--- src/tmr_pkg.sv ---
// Package for the auto-reload timer: register indices, fields, reset values.
// Assumes a 32-bit Avalon-MM slave with byte addresses of four times the index.
package tmr_pkg;

  // Register indices; byte address is four times the index
  localparam logic [7:0] TMR_IDX_CTRL = 8'hC8;
  localparam logic [7:0] TMR_IDX_RELOAD_LO = 8'hCA;
  localparam logic [7:0] TMR_IDX_RELOAD_HI = 8'hCB;
  localparam logic [7:0] TMR_IDX_COUNT_LO = 8'hCC;
  localparam logic [7:0] TMR_IDX_COUNT_HI = 8'hCD;

  localparam int TMR_ADDR_W = 10;
  localparam int TMR_DATA_W = 32;

  // Control register field positions
  localparam int TMR_BIT_OVF = 7;
  localparam int TMR_BIT_EXF = 6;
  localparam int TMR_BIT_RCLK = 5;
  localparam int TMR_BIT_TRANSMIT_CLOCK_SELECT = 4;
  localparam int TMR_BIT_EXEN = 3;
  localparam int TMR_BIT_RUN = 2;
  localparam int TMR_BIT_CT = 1;
  localparam int TMR_BIT_CPRL = 0;

  // Reset values
  localparam logic [7:0] TMR_CTRL_RST = 8'h00;
  localparam logic [15:0] TMR_COUNT_RST = 16'h0000;
  localparam logic [15:0] TMR_RELOAD_RST = 16'h0000;
  localparam logic [15:0] TMR_COUNT_MAX = 16'hFFFF;

  // Internal timer tick: one count every this many clocks
  localparam int TMR_TICK_DIV = 12;

  // Control register, bit 7 first
  typedef struct packed {
    logic overflow_flag;
    logic external_event_flag;
    logic receive_clock_select;
    logic transmit_clock_select;
    logic external_enable;
    logic run_control;
    logic timer_counter_select;
    logic capture_reload_select;
  } tmr_ctrl_t;

endpackage

--- src/tmr_auto_reload.sv ---
// Sixteen-bit up-counting timer/counter with auto-reload, capture and
// serial baud clock selection, reached over an Avalon-MM slave.
// Assumes i_clk at 100 MHz, synchronous active-low reset, pins asynchronous.
//
// What this block does
// - Rollover from FFFFh sets flag outside baud mode and reloads; in capture mode the count wraps to 0000h.
// - External falling edge sets event flag; it reloads only outside capture and baud modes.
// - Auto-reload counts upward only.
// - Control register at C8h, resets to 00h.
// - Overflow flag hardware set, not in baud mode.
// - Event flag set by enabled trigger edge.
// - Receive select picks this overflow or timer 1.
// - Transmit select picks this overflow or timer 1.
// - External enable gates trigger pin activity.
// - Run control starts and stops counting.
// - Select counts internal ticks or external events.
`timescale 1ns/1ns
module tmr_auto_reload
  import tmr_pkg::*;
#(
  parameter int TICK_DIV = TMR_TICK_DIV
) (
  // Clock and reset
  input wire logic i_clk,
  input wire logic i_resetn,
  // Avalon-MM slave
  input wire logic [TMR_ADDR_W-1:0] i_avs_address,
  input wire logic i_avs_read,
  input wire logic i_avs_write,
  input wire logic [TMR_DATA_W-1:0] i_avs_writedata,
  input wire logic [3:0] i_avs_byteenable,
  output logic [TMR_DATA_W-1:0] o_avs_readdata,
  output logic o_avs_waitrequest,
  // Pins
  input wire logic i_external_trigger_pin,
  input wire logic i_count_pin,
  // Serial port zero baud clocks
  input wire logic i_t1_overflow,
  output logic o_rx_baud_tick,
  output logic o_tx_baud_tick,
  // Status
  output logic o_overflow_pulse,
  output logic o_overflow_flag,
  output logic o_external_event_flag
);

  // Registers
  tmr_ctrl_t ctrl_ff;
  logic [15:0] count_ff;
  logic [15:0] reload_ff;
  logic waitreq_ff;
  logic [TMR_DATA_W-1:0] rdata_ff;
  logic rx_baud_ff;
  logic tx_baud_ff;
  logic ovf_pulse_ff;

  // Combinational terms
  logic trig_fall;
  logic cnt_fall;
  logic tick;
  logic baud_mode;
  logic inc;
  logic ovf;
  logic ext;
  logic acc;
  logic wr;
  logic wr_ok;
  logic [7:0] idx;
  logic [7:0] wbyte;
  logic addr_ok;
  logic wr_ctrl;
  logic wr_cnt_lo;
  logic wr_cnt_hi;
  logic wr_rl_lo;
  logic wr_rl_hi;
  logic [7:0] nxt_rdata;
  logic [15:0] nxt_count;
  logic [15:0] nxt_reload;
  tmr_ctrl_t nxt_ctrl;

  // Pin synchronisers and edge pulses
  tmr_sync_fall u_trig_sync (
    .i_clk(i_clk),
    .i_resetn(i_resetn),
    .i_pin(i_external_trigger_pin),
    .o_fall(trig_fall)
  );

  tmr_sync_fall u_count_sync (
    .i_clk(i_clk),
    .i_resetn(i_resetn),
    .i_pin(i_count_pin),
    .o_fall(cnt_fall)
  );

  tmr_tick_div #(
    .DIV(TICK_DIV)
  ) u_tick (
    .i_clk(i_clk),
    .i_resetn(i_resetn),
    .o_tick(tick)
  );

  // Bus decode
  assign idx = i_avs_address[TMR_ADDR_W-1:2];
  assign acc = (i_avs_read | i_avs_write) & waitreq_ff;
  assign wr = i_avs_write & ~waitreq_ff;
  assign wr_ok = wr & i_avs_byteenable[0];
  assign wbyte = i_avs_writedata[7:0];
  assign addr_ok = (i_avs_address[1:0] == 2'b00);
  assign wr_ctrl = wr_ok & addr_ok & (idx == TMR_IDX_CTRL);
  assign wr_rl_lo = wr_ok & addr_ok & (idx == TMR_IDX_RELOAD_LO);
  assign wr_rl_hi = wr_ok & addr_ok & (idx == TMR_IDX_RELOAD_HI);
  assign wr_cnt_lo = wr_ok & addr_ok & (idx == TMR_IDX_COUNT_LO);
  assign wr_cnt_hi = wr_ok & addr_ok & (idx == TMR_IDX_COUNT_HI);

  // Mode and event terms
  assign baud_mode = ctrl_ff.receive_clock_select | ctrl_ff.transmit_clock_select;
  assign inc = ctrl_ff.run_control &
    (ctrl_ff.timer_counter_select ? cnt_fall : tick);
  assign ovf = inc & (count_ff == TMR_COUNT_MAX);
  assign ext = ctrl_ff.external_enable & trig_fall;

  // Read mux
  always_comb begin
    nxt_rdata = 8'h00;
    if (addr_ok) begin
      case (idx)
        TMR_IDX_CTRL: nxt_rdata = ctrl_ff;
        TMR_IDX_RELOAD_LO: nxt_rdata = reload_ff[7:0];
        TMR_IDX_RELOAD_HI: nxt_rdata = reload_ff[15:8];
        TMR_IDX_COUNT_LO: nxt_rdata = count_ff[7:0];
        TMR_IDX_COUNT_HI: nxt_rdata = count_ff[15:8];
        default: nxt_rdata = 8'h00;
      endcase
    end
  end

  // One wait state, then the access completes
  always_ff @(posedge i_clk) begin
    if (!i_resetn) begin
      waitreq_ff <= 1'b1;
    end else if (acc) begin
      waitreq_ff <= 1'b0;
    end else begin
      waitreq_ff <= 1'b1;
    end
  end

  always_ff @(posedge i_clk) begin
    if (!i_resetn) begin
      rdata_ff <= '0;
    end else if (acc & i_avs_read) begin
      rdata_ff <= {24'h00_0000, nxt_rdata};
    end
  end

  // Counter: software write wins over counting
  always_comb begin
    nxt_count = count_ff;
    if (ctrl_ff.capture_reload_select & ~baud_mode) begin
      if (inc) begin
        nxt_count = count_ff + 16'h0001;
      end
    end else if (ovf | (ext & ~baud_mode)) begin
      nxt_count = reload_ff;
    end else if (inc) begin
      nxt_count = count_ff + 16'h0001;
    end
    if (wr_cnt_lo) begin
      nxt_count[7:0] = wbyte;
    end
    if (wr_cnt_hi) begin
      nxt_count[15:8] = wbyte;
    end
  end

  always_ff @(posedge i_clk) begin
    if (!i_resetn) begin
      count_ff <= TMR_COUNT_RST;
    end else begin
      count_ff <= nxt_count;
    end
  end

  // Reload pair: capture takes the count on an enabled trigger edge
  always_comb begin
    nxt_reload = reload_ff;
    if (wr_rl_lo) begin
      nxt_reload[7:0] = wbyte;
    end
    if (wr_rl_hi) begin
      nxt_reload[15:8] = wbyte;
    end
    if (ctrl_ff.capture_reload_select & ~baud_mode & ext) begin
      nxt_reload = count_ff;
    end
  end

  always_ff @(posedge i_clk) begin
    if (!i_resetn) begin
      reload_ff <= TMR_RELOAD_RST;
    end else begin
      reload_ff <= nxt_reload;
    end
  end

  // Control register; hardware flag set wins over a firmware clear
  always_comb begin
    nxt_ctrl = ctrl_ff;
    if (wr_ctrl) begin
      nxt_ctrl = wbyte;
    end
    if (ovf & ~baud_mode) begin
      nxt_ctrl.overflow_flag = 1'b1;
    end
    if (ext) begin
      nxt_ctrl.external_event_flag = 1'b1;
    end
  end

  always_ff @(posedge i_clk) begin
    if (!i_resetn) begin
      ctrl_ff <= TMR_CTRL_RST;
    end else begin
      ctrl_ff <= nxt_ctrl;
    end
  end

  // Baud clock selection for serial port zero
  always_ff @(posedge i_clk) begin
    if (!i_resetn) begin
      rx_baud_ff <= 1'b0;
      tx_baud_ff <= 1'b0;
      ovf_pulse_ff <= 1'b0;
    end else begin
      rx_baud_ff <= ctrl_ff.receive_clock_select ? ovf : i_t1_overflow;
      tx_baud_ff <= ctrl_ff.transmit_clock_select ? ovf : i_t1_overflow;
      ovf_pulse_ff <= ovf;
    end
  end

  assign o_avs_readdata = rdata_ff;
  assign o_avs_waitrequest = waitreq_ff;
  assign o_rx_baud_tick = rx_baud_ff;
  assign o_tx_baud_tick = tx_baud_ff;
  assign o_overflow_pulse = ovf_pulse_ff;
  assign o_overflow_flag = ctrl_ff.overflow_flag;
  assign o_external_event_flag = ctrl_ff.external_event_flag;

endmodule // tmr_auto_reload

--- src/tmr_sync_fall.sv ---
// Two-flop synchroniser with a falling-edge pulse behind it.
// Assumes an asynchronous pin input; the pulse is one i_clk cycle wide.
`timescale 1ns/1ns
module tmr_sync_fall (
  // Clock and reset
  input wire logic i_clk,
  input wire logic i_resetn,
  // Pin and edge pulse
  input wire logic i_pin,
  output logic o_fall
);
  logic meta_ff;
  logic sync_ff;
  logic last_ff;

  always_ff @(posedge i_clk) begin
    if (!i_resetn) begin
      meta_ff <= 1'b1;
      sync_ff <= 1'b1;
      last_ff <= 1'b1;
    end else begin
      meta_ff <= i_pin;
      sync_ff <= meta_ff;
      last_ff <= sync_ff;
    end
  end

  assign o_fall = last_ff & ~sync_ff;
endmodule // tmr_sync_fall

--- src/tmr_tick_div.sv ---
// Divider giving a one-cycle tick every DIV clocks.
// Assumes DIV of at least one.
`timescale 1ns/1ns
module tmr_tick_div #(
  parameter int DIV = 12
) (
  // Clock and reset
  input wire logic i_clk,
  input wire logic i_resetn,
  // Tick out
  output logic o_tick
);
  localparam int CW = (DIV > 1) ? $clog2(DIV) : 1;
  localparam logic [CW-1:0] LAST = CW'(DIV - 1);

  logic [CW-1:0] cnt_ff;

  always_ff @(posedge i_clk) begin
    if (!i_resetn) begin
      cnt_ff <= '0;
    end else if (cnt_ff == LAST) begin
      cnt_ff <= '0;
    end else begin
      cnt_ff <= cnt_ff + 1'b1;
    end
  end

  assign o_tick = (cnt_ff == LAST);
endmodule // tmr_tick_div
--- config.mk ---
export PLATFORM = sky130hd
export DESIGN_NAME = tmr_auto_reload
export DESIGN_NICKNAME = d
export VERILOG_FILES = /design/src/tmr_pkg.sv /design/src/tmr_auto_reload.sv /design/src/tmr_sync_fall.sv /design/src/tmr_tick_div.sv
export SDC_FILE = /design/constraint.sdc
export NUM_CORES = 1
export LEC_CHECK = 0
export BUFFER_PORTS_ARGS = -buffer_cell sky130_fd_sc_hd__buf_2
export CAP_MARGIN = 10
export CORE_ASPECT_RATIO = 1.5
export CORE_MARGIN = 2
export CORE_UTILIZATION = 53
export DETAILED_ROUTE_END_ITERATION = 8
export GPL_TIMING_DRIVEN = 0
export PLACE_DENSITY = 0.8
export SLEW_MARGIN = 25
export SYNTH_ARGS = -nofsm -noshare
export SYNTH_HDL_FRONTEND = slang
export SYNTH_SLANG_ARGS = --single-unit
export TNS_END_PERCENT = 20
--- constraint.sdc ---
create_clock -name i_clk -period 6.7 [get_ports i_clk]
set_clock_uncertainty 0.05 [all_clocks]
set_input_delay 0.335 -clock i_clk [delete_from_list [all_inputs] [get_ports i_clk]]
set_output_delay 0.335 -clock i_clk [all_outputs]
set_load 0.03 [all_outputs]
==> impl_metrics.json, run 1 <==
{
  "worstPathMaxFanout": 10,
  "syn_area_per_cell_um2": 8.87,
  "arrival_ns": 2.72,
  "grt_start_max_net_pins": 11,
  "netlist.area_leader.share_pct": 36.6,
  "endpoint_kind": "flip-flop",
  "synth_compound_area_share_pct": 18.9,
  "layout.nets": 509,
  "power_density_nw_per_um2": 197,
  "setup_viol": 0,
  "avgRoutedWirePerCell_um": 16.5,
  "synth-adder-area-share_pct": 0.737,
  "synth_simple_gate_area_share_pct": 18.3,
  "synth_top_flop_cell": "dfxtp_1",
  "clkTransAtPathRegs_ns": 0.07,
  "met2_length_mm": 4.44,
  "routed.top_layer": "met4",
  "dr_wl_met3_um": 699,
  "clk_latency_ns": 0.35,
  "cts_max_path_buffers": 2,
  "period_minus_slack_ns": 2.53,
  "first_pass_iters": 5,
  "hold_viol": 0,
  "num_vias": 3082,
  "wl_met1_mm": 3.33,
  "post_cts_buffers": 0,
  "numClockSinks": 62,
  "cts_buffers": 9,
  "cts_hold_buf": 0,
  "ys_types": 51,
  "synth-seq-cells": 62,
  "root_buffer": "clkbuf_8",
  "status": "finished clean",
  "synth-edff-count": 0,
  "layout-drive-gt1-share_pct": 19.6,
  "io_pins": 91,
  "cts_repair_resize_count": 0,
  "finalPower_uw": 779,
  "synthXorXnorAreaFrac_pct": 3.87,
  "grt_pass1_wl_mm": 14.3,
  "start_kind": "flip-flop",
  "yosys-top-cells-area": "dfxtp_1 (37%), mux2i_1 (13%), o21ai_0 (6.2%)",
  "rsz0062_at_grt": "no",
  "layout_common_cells": "dfxtp_1 (62), mux2i_1 (43), o21ai_0 (42), buf_2 (38), nand2_1 (28)",
  "final_cell_area_um2": 3960,
  "layout_commonest_cell": "dfxtp_1",
  "grt-ovfl-total": 0,
  "synth_top_family_by_area": "compound AO/OA/AOI/OAI gates",
  "place_area_um2": 3760,
  "die-height_um": 102,
  "worst_ep_required_time_ns": 6.89,
  "synthArstFlopShare_pct": 0,
  "hold_path_class": "in -> reg",
  "syn_area_um2": 3400,
  "fin_ws_ns": 4.17,
  "tritoncts": "done",
  "dpl.hpwl_mm": 6.62,
  "die_w_um": 69.4,
  "ir_drop_uv": 156,
  "drt_iter0_markers": 263,
  "cap_violations": 0,
  "slew_headroom_pct": 43.1,
  "track_usage_pct": 25.9,
  "num_rows": 35,
  "p_leak_nw": 1.60,
  "syn_inst": 383,
  "finalCritPeriodShare_pct": 37.8,
  "worstSetupPathType": "reg -> reg",
  "routabilityCongestion": 0.928,
  "ant_nets": 0,
  "grt_pass1_vias": 2993,
  "synth_area_leader_cell": "dfxtp_1",
  "maxSlewViolCount": 0,
  "fmax_mhz": 395,
  "synth_mux_area_share_pct": 13.1,
  "antenna_found_initial": 0,
  "drc": 0,
  "via_per_inst": 5.78,
  "yosysWarnings": 0,
  "die-area_um2": 7080,
  "holdWs_ns": 0.119,
  "initial_core_util_pct": 55.0,
  "area_delta_synth_final_pct": 16.6,
  "tns_ns": 0,
  "coreArea_um2": 6170,
  "port_buffers": 37,
  "tightest_slew_ns": 0.845,
  "dp_slack_ns": 4.22,
  "yosysSeqAreaShare_pct": 36.6,
  "routed_wl_mm": 8.79,
  "htreeDepth": 3,
  "antenna_cells": 0
}
cell families after synthesis:
family                   after synthesis
other                                  1
flip-flops                            62
multiplexers                          44
adder cells (fa/ha/maj)                2
XOR/XNOR                              15
buffers and inverters                 48
AO/OA/AOI/OAI                        103
AND/OR/NAND/NOR                      108
cells in the mapped netlist, types with 2 or more instances:
| cell type | count |
|---|---|
| ha_1 | 2 |
| nand4_1 | 7 |
| buf_4 | 25 |
| xor2_1 | 2 |
| nor2b_1 | 12 |
| clkbuf_1 | 11 |
| nand3b_1 | 3 |
| xnor2_1 | 13 |
| a21boi_0 | 3 |
| o2bb2ai_1 | 6 |
| inv_1 | 8 |
| o22ai_1 | 5 |
| mux2i_1 | 43 |
| nor3_1 | 4 |
| and3_1 | 3 |
| nand3_1 | 8 |
| a21boi_1 | 2 |
| a21oi_1 | 26 |
| nand2b_1 | 7 |
| nand4b_1 | 2 |
| dfxtp_1 | 62 |
| and4_1 | 2 |
| and2_1 | 2 |
| nand2_1 | 28 |
| nor4_4 | 2 |
| nor2_1 | 18 |
| o211ai_1 | 4 |
| buf_1 | 2 |
| a22o_1 | 8 |
| o21ai_0 | 42 |
critical path, stage by stage, from the launching register on:
cell and delay [ns]:
dfxtp_1 0.35, ha_1 0.24, nand4bb_1 0.26, a21boi_1 0.72, nand3_1 0.20, xnor2_1 0.18
mux2i_1 0.13, a2bb2o_1 0.29
power breakdown:
part	leakage, nW	switching (mW)	internal (mW)
registers	0.502	0.00221	0.373
logic	0.989	0.0465	0.0250
clock network	0.106	0.143	0.190
flip-flops by register name, indices dropped and copies added (netlist names), 4 cells and up:
register        cells
count_ff           16
reload_ff          16
o_avs_readdata      8
ctrl_ff             6
u_tick.cnt_ff       4
worst paths after layout:
path                                   start                              end  slack, ns  cells past startpoint
min reg2reg  u_count_sync.meta_ff$_SDFF_PN1_  u_count_sync.sync_ff$_SDFF_PN1_       0.36                      1
min                   i_external_trigger_pin   u_trig_sync.meta_ff$_SDFF_PN1_       0.12                      2
max              u_tick.cnt_ff[0]$_SDFF_PP0_          count_ff[15]$_SDFF_PN0_       4.17                      7
max reg2reg      u_tick.cnt_ff[0]$_SDFF_PP0_          count_ff[15]$_SDFF_PN0_       4.17                      7
routing by layer:
layer  vias to the layer above  track usage, %
li1                       1465               -
met3                        33            5.52
met4                         0            14.3
met5                         -               0
met1                      1424            28.2
met2                       160            46.9
through the flow:
stage / util (%) / cells
finish: 64.1 / 533
global route: 64.1 / 533
CTS: 64.1 / 533
detailed placement: 60.9 / 517
global placement: 60.9 / 517
floorplan: - / 406
area by class of cell:
cell class	count	area (µm²)
Buffer	40	253
Sequential cell	62	1240
Clock buffer	12	155
Tap cell	74	92.6
Multi-Input combinational cell	296	1960
Clock inverter	4	45.0
Fill cell	544	2210
Timing Repair Buffer	37	185
Inverter	8	30.0
Power figures use the tool's default switching activity.
==> run 2: changes to the inputs <==
- clock period: 6.7 -> 2.6 ns (I/O delays scaled with it)
==> run 2 against run 1 <==
Compared with the run above: clock-buffer cell count did not move; critical path type unchanged; highest routed layer unchanged; register-to-register slack got worse by 4.0 ns; die area did not move; via count decreased by 0.39%.
==> impl_metrics.json, run 2 (synthesis results as in run 1) <==
{
  "clk_latency_ns": 0.35,
  "avgRoutedWirePerCell_um": 16.5,
  "rsz0062_at_grt": "no",
  "setup_viol": 0,
  "worstPathMaxFanout": 10,
  "routed_wl_mm": 8.87,
  "worst_ep_required_time_ns": 2.76,
  "track_usage_pct": 26.0,
  "grt_pass1_vias": 3021,
  "worstSetupPathType": "reg -> reg",
  "cts_max_path_buffers": 2,
  "antenna_found_initial": 0,
  "maxSlewViolCount": 0,
  "period_minus_slack_ns": 2.42,
  "htreeDepth": 3,
  "via_per_inst": 5.72,
  "initial_core_util_pct": 55.0,
  "dpl.hpwl_mm": 6.62,
  "cts_buffers": 9,
  "num_rows": 35,
  "max_stage_delay_ns": 0.46,
  "layout_common_cells": "dfxtp_1 (62), mux2i_1 (43), o21ai_0 (42), buf_2 (38), nand2_1 (28)",
  "drt_iter0_markers": 248,
  "fin_cells": 537,
  "slowest_stage": "dfxtp_1",
  "clkTransAtPathRegs_ns": 0.07,
  "io_pins": 91,
  "r2r_slack_ns": 0.18,
  "root_buffer": "clkbuf_8",
  "fill_cells": 534,
  "coreArea_um2": 6170,
  "start_kind": "flip-flop",
  "status": "finished clean",
  "power_density_nw_per_um2": 502,
  "port_buffers": 37,
  "fmax_mhz": 413,
  "slew_headroom_pct": 41.4,
  "crit_chain": "ha_1 > nand4_1 > a21oi_4 > a21oi_2 > or2_0 > buf_6 > buf_2 > o211ai_1 > o21ai_0",
  "layout.nets": 513,
  "finalCritPeriodShare_pct": 93.2,
  "holdWs_ns": 0.00363,
  "die-area_um2": 7080,
  "dp.cells": 517,
  "numClockSinks": 62,
  "area_delta_synth_final_pct": 18.4,
  "first_pass_iters": 5,
  "arrival_ns": 2.59,
  "tightest_slew_ns": 0.872,
  "layout-drive-gt1-share_pct": 19.9,
  "grt_start_max_net_pins": 11,
  "endpoint_kind": "flip-flop",
  "cap_violations": 0,
  "hold_viol": 0,
  "die-height_um": 102,
  "p_leak_nw": 1.61,
  "routabilityCongestion": 0.928,
  "tns_ns": 0,
  "die_w_um": 69.4,
  "drc": 0,
  "ir_drop_uv": 402,
  "layout_commonest_cell": "dfxtp_1",
  "grt-ovfl-total": 0,
  "grt_pass1_wl_mm": 14.4,
  "num_vias": 3070,
  "antenna_cells": 0,
  "hold_path_class": "in -> reg",
  "ant_nets": 0,
  "tritoncts": "done"
}
-- run 2: final timing paths --
check                           cells past startpoint                        endpoint                      startpoint
worst min register to register                      1  u_trig_sync.sync_ff$_SDFF_PN1_  u_trig_sync.meta_ff$_SDFF_PN1_
worst min-delay path                                2         count_ff[14]$_SDFF_PN0_              i_avs_writedata[6]
worst max-delay path                                9          count_ff[4]$_SDFF_PN0_          count_ff[1]$_SDFF_PN0_
worst max register to register                      9          count_ff[4]$_SDFF_PN0_          count_ff[1]$_SDFF_PN0_
-- run 2: metrics by stage --
| stage | setup slack, ns | power (mW) | utilization, % | area, µm² |
|---|---|---|---|---|
| after global placement | 0.155 | 1.16 | 60.9 | 3760 |
| after global routing | 0.00794 | 2.07 | 65.1 | 4020 |
| after floorplan | 0.475 | 1.12 | - | 3480 |
| after CTS | 0.112 | 2.01 | 64.8 | 4000 |
| final | 0.176 | 2.02 | 65.1 | 4020 |
| after detailed placement | 0.119 | 1.17 | 60.9 | 3760 |
-- run 2: worst max-delay path: cells and delay by family, from the launching register on --
| family | cells | cell delay, ns |
|---|---|---|
| flops | 1 | 0.46 |
| buf+inv | 2 | 0.38 |
| compound gates | 4 | 0.78 |
| simple gates | 2 | 0.40 |
| fa+ha+maj | 1 | 0.21 |
-- run 2: power by group --
group	leakage, nW	switching, mW	total (mW)	internal, mW
sequential	0.502	0.00588	0.966	0.960
combinational	1.01	0.121	0.190	0.0693
clock	0.106	0.371	0.861	0.490
total	1.61	0.498	2.02	1.52
-- run 2: final cells by class --
type	count	area, µm²	share of cell area, %
Clock buffer	12	155	3.86
Timing Repair Buffer	41	225	5.60
Multi-Input combinational cell	296	1980	49.2
Tap cell	74	92.6	2.30
Buffer	40	253	6.29
Clock inverter	4	45.0	1.12
Inverter	8	30.0	0.747
Sequential cell	62	1240	30.9
-- run 2: metal layers --
metal | track usage, % | up-vias | share of wire (%)
li1 | - | 1477 | -
met1 | 28.2 | 1396 | 38
met2 | 47.2 | 163 | 51
met3 | 5.52 | 34 | 7.3
met4 | 14.3 | 0 | 3.6
met5 | 0 | - | 0
-- run 2: timing repair --
action                                 CTS  global route
setup endpoints to repair                0             3
resized for setup                        0             2
hold buffers                             4             0
buffers inserted                         0             0
endpoints found under the hold margin    3             0
